--- src/hbs_pkg.sv ---
// Constants and types for the host bus slave port.
// Function
// (RQ1) Four active-low byte-lane enables pick doubleword, low word, high word or single byte.
// (RQ2) On the asynchronous I/O bus the port behaves as a 16-bit peripheral on the low two lanes.
// (RQ3) An access is accepted only while the I/O-space qualifier is low.
// (RQ4) Address lines 1 to 15 decode the I/O space and select the internal register.
// (RQ5) Reads run on an active-low read strobe with the address valid before its leading edge.
// (RQ6) Write data is captured at the trailing edge of the active-low write strobe.
// (RQ7) Ready drops at a strobe's leading edge when needed and rises at the first clock after; the code holds it low for WAIT_CNT clocks (2 by default).
// (RQ8) The local-device claim is driven push-pull low on a match of lines 15 to 4 with qualifier low.
// (RQ9) In local-bus mode the direction is sampled on the first clock with cycle-start active.
// (RQ10) In local-bus mode address and byte enables pass while the strobe is low and hold after.
package hbs_pkg;

  // ==========================================================================
  // Decode, lane and wait constants
  // ==========================================================================
  localparam logic [11:0] BASE_RESET      = 12'h030;
  localparam logic [3:0]  LANES_DWORD     = 4'h0;
  localparam logic [3:0]  LANES_LOW_WORD  = 4'hC;
  localparam logic [3:0]  LANES_HIGH_WORD = 4'h3;
  localparam logic [3:0]  LANES_NONE      = 4'hF;
  localparam int          WAIT_CYCLES     = 2;

  // ==========================================================================
  // Sequencer states
  // ==========================================================================
  typedef enum logic [3:0]
  {
    HBS_IDLE  = 4'h1,
    HBS_WAIT  = 4'h2,
    HBS_DONE  = 4'h4,
    HBS_LOCAL = 4'h8
  } hbs_state_t;

endpackage

--- src/hbs_host_bus_slave_port.sv ---
// Host bus slave port: local-bus latch, asynchronous I/O strobes and ready.
module hbs_host_bus_slave_port
#(
  parameter int WAIT_CNT = hbs_pkg::WAIT_CYCLES
)
(
  // Clock and reset
  input  wire logic        ref_clk,
  input  wire logic        rst_b,
  // Mode and base
  input  wire logic        local_bus_mode,
  input  wire logic [11:0] io_base,
  // Host address and qualifiers
  input  wire logic [15:1] host_addr,
  input  wire logic [3:0]  byte_lane_enables_n,
  input  wire logic        io_space_qualifier,
  input  wire logic        address_strobe_n,
  input  wire logic        cycle_start_n,
  input  wire logic        write_not_read_dir,
  // Strobes
  input  wire logic        read_strobe_n,
  input  wire logic        write_strobe_n,
  // Data
  input  wire logic [31:0] host_data_in,
  output logic      [31:0] host_data_out,
  output logic      [31:0] host_data_oe_n,
  // Handshake and claim
  output logic             async_ready_out,
  output logic             local_device_claim_n,
  // User side
  output logic      [15:1] reg_addr,
  output logic      [3:0]  reg_lanes,
  output logic             reg_wr_pulse,
  output logic             reg_rd_pulse,
  output logic      [31:0] reg_wr_data,
  input  wire logic [31:0] reg_rd_data
);

  if (WAIT_CNT < 1 || WAIT_CNT > 255)
    $error("WAIT_CNT out of range");

  // ==========================================================================
  // Input synchronisers
  // ==========================================================================
  // Every host bus pin passes two flops; the first stage is read only by the second.
  localparam int SW = 15 + 4 + 6 + 32;
  logic [SW-1:0] s1_r;
  logic [SW-1:0] s2_r;
  always_ff @(posedge ref_clk or negedge rst_b)
  begin
    if (!rst_b)
    begin
      s1_r <= {SW{1'b1}};
      s2_r <= {SW{1'b1}};
    end
    else
    begin
      s1_r <= {host_addr, byte_lane_enables_n, io_space_qualifier, address_strobe_n,
               cycle_start_n, write_not_read_dir, read_strobe_n, write_strobe_n,
               host_data_in};
      s2_r <= s1_r;
    end
  end
  logic [15:1] a_s;
  logic [3:0]  be_s;
  logic        aen_s, ads_s, cyc_s, wnr_s, rd_s, wr_s;
  logic [31:0] d_s;
  assign {a_s, be_s, aen_s, ads_s, cyc_s, wnr_s, rd_s, wr_s, d_s} = s2_r;

  // ==========================================================================
  // Local-bus address latch
  // ==========================================================================
  logic [15:1] la_r;
  logic [3:0]  lbe_r;
  logic        laen_r;
  always_ff @(posedge ref_clk or negedge rst_b)
  begin
    if (!rst_b)
    begin
      la_r   <= '0;
      lbe_r  <= hbs_pkg::LANES_NONE;
      laen_r <= 1'b1;
    end
    else if (!ads_s)
    begin
      la_r   <= a_s; // RQ10
      lbe_r  <= be_s; // RQ10
      laen_r <= aen_s; // RQ10
    end
  end

  // Transparent while the strobe is low, held once it rises.
  logic [15:1] ea;
  logic [3:0]  ebe;
  logic        eaen;
  always_comb
  begin
    ea   = a_s;
    ebe  = {2'b11, be_s[1:0]}; // RQ2
    eaen = aen_s;
    if (local_bus_mode)
    begin
      ea   = ads_s ? la_r : a_s; // RQ10
      ebe  = ads_s ? lbe_r : be_s; // RQ10
      eaen = ads_s ? laen_r : aen_s; // RQ10
    end
  end

  function automatic logic lanes_legal(input logic [3:0] be);
    unique case (be) // RQ1
      hbs_pkg::LANES_DWORD, hbs_pkg::LANES_LOW_WORD, hbs_pkg::LANES_HIGH_WORD,
      4'hE, 4'hD, 4'hB, 4'h7: lanes_legal = 1'b1;
      default: lanes_legal = 1'b0;
    endcase
  endfunction

  logic hit;
  assign hit = !eaen && (ea[15:4] == io_base); // RQ3 RQ4

  // ==========================================================================
  // Claim output
  // ==========================================================================
  always_ff @(posedge ref_clk or negedge rst_b)
  begin
    if (!rst_b)
      local_device_claim_n <= 1'b1;
    else
      local_device_claim_n <= !hit; // RQ8
  end

  // ==========================================================================
  // Access sequencer
  // ==========================================================================
  hbs_pkg::hbs_state_t st_r;
  logic [7:0] wcnt_r;
  logic       rd_d_r, wr_d_r, dir_r, cyc_d_r;
  logic       rd_lead, wr_trail, cyc_first;
  assign rd_lead   = rd_d_r && !rd_s;
  assign wr_trail  = !wr_d_r && wr_s;
  assign cyc_first = cyc_d_r && !cyc_s;
  always_ff @(posedge ref_clk or negedge rst_b)
  begin
    if (!rst_b)
    begin
      rd_d_r  <= 1'b1;
      wr_d_r  <= 1'b1;
      cyc_d_r <= 1'b1;
      dir_r   <= 1'b0;
    end
    else
    begin
      rd_d_r  <= rd_s;
      wr_d_r  <= wr_s;
      cyc_d_r <= cyc_s;
      if (cyc_first)
        dir_r <= wnr_s; // RQ9
    end
  end

  always_ff @(posedge ref_clk or negedge rst_b)
  begin
    if (!rst_b)
    begin
      st_r            <= hbs_pkg::HBS_IDLE;
      wcnt_r          <= '0;
      async_ready_out <= 1'b1;
    end
    else
    begin
      unique case (st_r)
        hbs_pkg::HBS_IDLE:
        begin
          if (!local_bus_mode && hit && (rd_lead || (wr_d_r && !wr_s)))
          begin
            st_r            <= hbs_pkg::HBS_WAIT;
            wcnt_r          <= 8'(WAIT_CNT);
            async_ready_out <= 1'b0; // RQ7
          end
          else if (local_bus_mode && hit && cyc_first)
            st_r <= hbs_pkg::HBS_LOCAL;
        end
        hbs_pkg::HBS_WAIT:
        begin
          if (wcnt_r <= 8'h01)
          begin
            st_r            <= hbs_pkg::HBS_DONE;
            async_ready_out <= 1'b1; // RQ7
          end
          else
            wcnt_r <= wcnt_r - 8'h01;
        end
        hbs_pkg::HBS_DONE:
        begin
          if (rd_s && wr_s)
            st_r <= hbs_pkg::HBS_IDLE;
        end
        hbs_pkg::HBS_LOCAL:
        begin
          if (cyc_s)
            st_r <= hbs_pkg::HBS_IDLE;
        end
      endcase
    end
  end

  // ==========================================================================
  // User-side strobes and data
  // ==========================================================================
  logic rd_go, wr_go;
  assign rd_go = hit && lanes_legal(ebe) &&
                 (local_bus_mode ? (cyc_first && !wnr_s) : rd_lead); // RQ5
  assign wr_go = hit && lanes_legal(ebe) &&
                 (local_bus_mode ? (st_r == hbs_pkg::HBS_LOCAL && cyc_s && dir_r)
                                 : wr_trail); // RQ6
  always_ff @(posedge ref_clk or negedge rst_b)
  begin
    if (!rst_b)
    begin
      reg_addr       <= '0;
      reg_lanes      <= hbs_pkg::LANES_NONE;
      reg_wr_pulse   <= 1'b0;
      reg_rd_pulse   <= 1'b0;
      reg_wr_data    <= '0;
      host_data_out  <= '0;
      host_data_oe_n <= '1;
    end
    else
    begin
      reg_rd_pulse <= rd_go;
      reg_wr_pulse <= wr_go;
      if (rd_go || wr_go)
      begin
        reg_addr  <= ea;
        reg_lanes <= ebe;
      end
      if (wr_go)
        reg_wr_data <= d_s; // RQ6
      host_data_out <= reg_rd_data;
      for (int i = 0; i < 4; i++)
      begin
        host_data_oe_n[i*8 +: 8] <= {8{!(hit && !ebe[i] && !rd_s && !local_bus_mode)
                                       && !(hit && !ebe[i] && local_bus_mode
                                            && !dir_r && st_r == hbs_pkg::HBS_LOCAL)}};
      end
    end
  end
endmodule

--- config.mk ---
export PLATFORM = sky130hd
export DESIGN_NAME = hbs_host_bus_slave_port
export DESIGN_NICKNAME = d
export VERILOG_FILES = /design/src/hbs_pkg.sv /design/src/hbs_host_bus_slave_port.sv
export SDC_FILE = /design/constraint.sdc
export NUM_CORES = 1
export LEC_CHECK = 0
export BUFFER_PORTS_ARGS = -buffer_cell sky130_fd_sc_hd__buf_4
export CORE_UTILIZATION = 50
export DETAILED_ROUTE_END_ITERATION = 7
export GPL_TIMING_DRIVEN = 0
export PLACE_DENSITY = 0.79
export SYNTH_ARGS = -nofsm -noshare
export SYNTH_HDL_FRONTEND = slang
export SYNTH_SLANG_ARGS = --single-unit
--- constraint.sdc ---
create_clock -name ref_clk -period 5.9 [get_ports ref_clk]
set_input_delay 1.18 -clock ref_clk [delete_from_list [all_inputs] [get_ports ref_clk]]
set_output_delay 1.18 -clock ref_clk [all_outputs]
set_load 0.1 [all_outputs]
# Word-level counts from Yosys, hierarchy flattened
# Cells that the tools add are included.
# word_totals
register_bits	262
latch_bits	0
mem_bits_rw	0
romBits	0
output_inout_bits	119
mem_count	0
# op_classes
n_addsub	1
n_mul	0
div	0
magnitude_cmp	1
eq_ne	17
n_shift	0
muxes	21
n_bitwise	0
n_reduce_logical	73
# op_table
operator	count
$logic_and A1 B1 Y1	44
$mux W15	2
$mux W4	7
$logic_not A1 Y1	21
$eq A4 B4 Y1 const B	5
$mux W8	2
$pmux W4 S4	1
$pmux W8 S2	1
$eq A12 B12 Y1	1
$ne A2 B2 Y1 const B	5
$eq A4 B2 Y1 const B	2
$eq A4 B3 Y1 const B	2
$le A8 B1 Y1 const B	1
$sub A8 B1 Y8 const B	1
$mux W1	7
$reduce_or A7 Y1	1
$reduce_and A3 Y1	2
$eq A4 B1 Y1 const B	1
$logic_not A4 Y1	1
$reduce_and A4 Y1	1
$ne A3 B3 Y1 const B	1
$logic_or A1 B1 Y1	2
$pmux W1 S2	1
$reduce_bool A2 Y1	1

# Longest topological paths before layout
# logic_depth
depth_word	10
depth_mapped	8
ltp_nobuf	8

# Least setup slack after synthesis
# Ideal clock, no wire load.
# synth_timing
path_type	input port to flip-flop
from	input local_bus_mode
to	register reg_addr[12] (netlist bit)
arrival_time_ns	3.116
path_slack_ns	2.658
cell_stages	8
path_buffers	2
path_cell_list	buf_4 -> nand2_4 -> mux2i_2 -> xnor2_1 -> a2111oi_4 -> nand4_4 -> buf_6 -> mux2_4
# synth_via
elab_chain_cells	7
elab_cells_between_ends	21
# synth_lines
item	line	text
start, declared	hbs_host_bus_slave_port.sv:11	input wire logic local_bus_mode,
$mux W4	hbs_host_bus_slave_port.sv:101	if (local_bus_mode)
$eq A4 B4 Y1 (tied with other cells)	hbs_host_bus_slave_port.sv:110	unique case (be)
$reduce_or A7 Y1	hbs_host_bus_slave_port.sv:110	
$mux W1	hbs_host_bus_slave_port.sv:110	
$logic_and A1 B1 Y1	hbs_host_bus_slave_port.sv:210, hbs_host_bus_slave_port.sv:212	
$logic_and A1 B1 Y1 (on tied branches)	hbs_host_bus_slave_port.sv:210, hbs_host_bus_slave_port.sv:212	
$logic_or A1 B1 Y1	hbs_host_bus_slave_port.sv:231	if (rd_go || wr_go)
end signal, assigned	hbs_host_bus_slave_port.sv:219	reg_addr <= '0;
end signal, assigned	hbs_host_bus_slave_port.sv:233	reg_addr <= ea;
end, declared	hbs_host_bus_slave_port.sv:31	output logic [15:1] reg_addr,
# Parallel ways exist; a longest one is shown, timed or not.
# A chain may end at the register's enable or synchronous reset.

# Worst setup path in the final report
# layout_timing
from	input local_bus_mode
to	register reg_wr_data[4]
# layout_via
elab_chain_cells	6
elab_cells_between_ends	18
# layout_lines
item	line	text
$mux W4	hbs_host_bus_slave_port.sv:101	
$eq A4 B4 Y1 (tied with other cells)	hbs_host_bus_slave_port.sv:110	
$reduce_or A7 Y1	hbs_host_bus_slave_port.sv:110	
$mux W1	hbs_host_bus_slave_port.sv:110	
$logic_and A1 B1 Y1	hbs_host_bus_slave_port.sv:212	assign wr_go = hit && lanes_legal(ebe) &&
$logic_and A1 B1 Y1 *	hbs_host_bus_slave_port.sv:212	
end signal, assigned	hbs_host_bus_slave_port.sv:237	reg_wr_data <= d_s;
end, declared	hbs_host_bus_slave_port.sv:35	output logic [31:0] reg_wr_data,
# Every way passes the cells marked *; elsewhere a longest branch is shown, timed or not.

==> impl_results.md <==
* Max Root-Sink Buffers at 3
* Max-slew headroom at 19.1%
* Compound-gate portion of the synthesized area at under 10%
* Die W at 132 um
* Pleak at between 5 and 6 nW
* Drt pass-1 iters at 4
* RSZ-0062 raised after global routing: false
* Post-Syn Nets at between 600 and 700
* Syn avg cell area at approximately 16 um2
* Pint at 2.79 mW
* WL per Instance at 16.8 um
* DR vias/cell at 4.90
* Mux contribution to synthesized area at between 10% and 20%
* Hold Path Class: reg -> reg
* Top sig layer: met4
* Met1 WL at about 6.5 mm
* Number of antenna violations at the first check in global routing at 0
* Root Buffer: clkbuf_16
* Slew at the pin closest to its max-slew limit at 1200 ps
* Crit share post-route at 54.1%
* Final setup fails at 0
* H-tree levels at 1
* Grt ovf at 0
* Mapped Area at approximately 8500 um2
* Largest net degree at the start of global routing at between 100 and 150
* Asr flop ratio synth at 100%
* Die area at 17500 um2
* Slowest cell on crit path: a2111oi_4
* Final Hold Fails at 0
* Starting Density at about 51%
* Area Overhead vs Synth at 32.8%
* Crit path required time at 6300 ps
* Post-synth EDFFs at 0
* Setup TNS at 0 ps
* Clk slew on worst S/H paths at roughly 60 ps
* Max VDD drop at 321 uV
* Power Dens Cells at 325 nW/um2
* Chip Height at between 100 and 150 um
* Fillers at 1164
* Clk_lat worst skew at approximately 520 ps
* Core footprint at 16600 um2
* Prevailing post-synth register cell: dfstp_2
* Sequential power share at approximately 50%
* Via count at between 4000 and 5000
* CTS tree: built
* Seq cells post-synth at 241
* Setup crit start kind: input port
* Total CTS buffers at 25
* Vias in the first global route at around 5500
* Post-synthesis cell count at approximately 520
* CTS resizes at 0
* Met2 WL post-DR at 8.68 mm
* Crit Path Max Fanout at 10
* Setup Skew at ~14 ps
* Clock sink count at about 240
* Top Ports at around 220
* P_sw at about 870 uW
* Global-route wire length before repair at roughly 28 mm
* Pins Over Slew Limit at 0
* Final ANT Viol Nets at 0
* Post-Synth XOR/XNOR Area at just over 2%
* First DRT Iteration DRCs at 206
* Global-route usage over all layers at between 20% and 30%
* Placed instance count at ~970
* Post-synthesis adder-cell area fraction at less than 1%
* Setup repair bufs after CTS at 0
* Final min period at 3190 ps
* Worst path bufs/invs at 2
* # nets final at slightly below 900
* Synth warn at 0
* Main combinational cell family by area after synthesis: multiplexers
* Detailed-route wire length at between 15 and 20 mm
* Antenna diodes at 0
* Hold-fix buffer count after cts at 0
* Row count at 47
* RePlAce Congestion at around 0.86
* Post-synth cell types at 58
* Layout cell share with drive strength beyond 1 at about 64%
* Crit path kind: in -> reg
* Final core occ at 67.9%
* Fin cells at between 1000 and 1500
* Residual DRC count at 0
* WL met3 at roughly 1.5 mm
* Highest clock rate at ~0.31 GHz
* Max-capacitance violation count at 0
* Port Buffers at ~220
* Delay-heaviest family, CP: compound AO/OA/AOI/OAI gates
* Status: complete, no violations
* Post-DP HPWL at 11.6 mm
* Cell Chain, Critical Path: buf_4, nand2_4, mux2i_2, xnor2_1, a2111oi_4, nand4_2, buf_2, mux2_1
* Simple-Gate Fraction of Synth Area at 5.03%
* Post-synthesis sequential area ratio at about three quarters
* Data arrival, critical path at between 3000 and 4000 ps
* Biggest cell delay along the critical path at ~660 ps
* Hold Worst Slack at 351 ps
* Switch share at about a quarter
* Clk pwr share at around two fifths
* Kind of end point of the critical path: flop
* Comb pwr share at around 9.0%
-- power groups by stage --
stage | clock network [mW] | logic [mW] | registers (mW)
6_report | 1.51 | 0.330 | 1.81
4_1_cts | 1.55 | 0.335 | 1.81
3_5_place_dp | 0 | 0.332 | 1.84
3_3_place_gp | 0 | 0.321 | 1.83
5_1_grt | 1.61 | 0.357 | 1.82
2_1_floorplan | 0 | 0.109 | 1.91
-- flip-flops by register name (all words and copies together) (netlist names), 4 cells and up --
signal,cells
wcnt_r,8
reg_wr_data,32
s2_r,57
st_r,4
reg_lanes,4
reg_addr,15
lbe_r,4
host_data_out,32
host_data_oe_n,4
la_r,15
s1_r,57
-- synth_stat cells (all sizes together), types with 3 or more instances --
| cell type | count | area [um2] |
|---|---|---|
| nor2b | 4 | 25.0 |
| nor3 | 4 | 20.0 |
| inv | 18 | 67.6 |
| a21o | 3 | 22.5 |
| nand4 | 3 | 40.0 |
| xor2 | 12 | 105 |
| nor4 | 7 | 50.1 |
| mux2i | 17 | 174 |
| xnor2 | 8 | 70.1 |
| dfstp | 133 | 3490 |
| buf | 37 | 263 |
| dfrtp | 108 | 2700 |
| a21oi | 6 | 30.0 |
| nand2b | 3 | 18.8 |
| nand2 | 15 | 63.8 |
| and3 | 5 | 31.3 |
| mux2 | 72 | 822 |
| a22o | 4 | 35.0 |
| nor2 | 11 | 41.3 |
| nand3 | 12 | 60.1 |
| o21ai | 8 | 40.0 |
-- path summary, 6_finish.rpt --
check | endpoint | cells past startpoint | slack [ps] | from
max | reg_wr_data[4] | 8 | 2710 | local_bus_mode
min | s2_r[49] | 0 | 350 | s1_r[49]
max reg2reg | reg_addr[13] | 8 | 2880 | s2_r[36]
min reg2reg | s2_r[49] | 0 | 350 | s1_r[49]
max in group asynchronous | la_r[15] | 2 | 4140 | rst_b
min in group asynchronous | reg_wr_data[13] | 1 | 720 | rst_b
-- per-stage QoR --
step	cell area, um2	total power [mW]	setup slack [ps]
2_1_floorplan	8480	2.02	2660
3_3_place_gp	10400	2.15	2030
3_5_place_dp	10400	2.17	2120
4_1_cts	11300	3.70	2690
5_1_grt	11300	3.79	2510
6_report	11300	3.66	2710
-- placed cells by master (no fill, tap or decap), types with 11 or more instances in the layout --
| cell | count |
|---|---|
| clkbuf_1 | 12 |
| nand3_1 | 12 |
| mux2i_1 | 16 |
| xor2_1 | 12 |
| nor2_1 | 11 |
| inv_1 | 18 |
| mux2_2 | 68 |
| dfrtp_1 | 108 |
| dfstp_2 | 133 |
| nand2_1 | 14 |
| buf_4 | 250 |
| clkbuf_16 | 25 |
-- per-layer routing --
metal	vias up	global-route usage, %
li1	2273	-
met5	-	0
met1	2467	23.8
met3	26	7.34
met2	188	35.6
met4	0	4.66
-- cell families after synthesis --
kind of cell / Yosys count
and+or+nand+nor: 74
xor gates and xnor gates: 20
muxes: 89
adders and majority gates: 2
buffers and inverters: 57
AOI/OAI and AO/OA: 41
DFF: 241
-- worst register-to-register path, stage by stage, from the launching register on --
cell and delay, ps:
dfstp_2 510, buf_4 160, nand2_4 120, buf_1 310, a2111oi_0 440, a32o_1 430
nand4_4 330, buf_6 290, mux2_4 300
-- layout make-up --
class                      count  area, um2  share of cell area [%]
timing repair buffer         222       1690                    15.0
multi-input combinational    226       1950                    17.3
clock inverter                 6       72.6                   0.645
clock buffer                  40        732                    6.50
inverter                      18       67.6                   0.600
tap                          220        275                    2.44
sequential                   241       6200                    55.0
buffer                        39        270                    2.40
No activity file was read; power rests on OpenSTA's default activity.
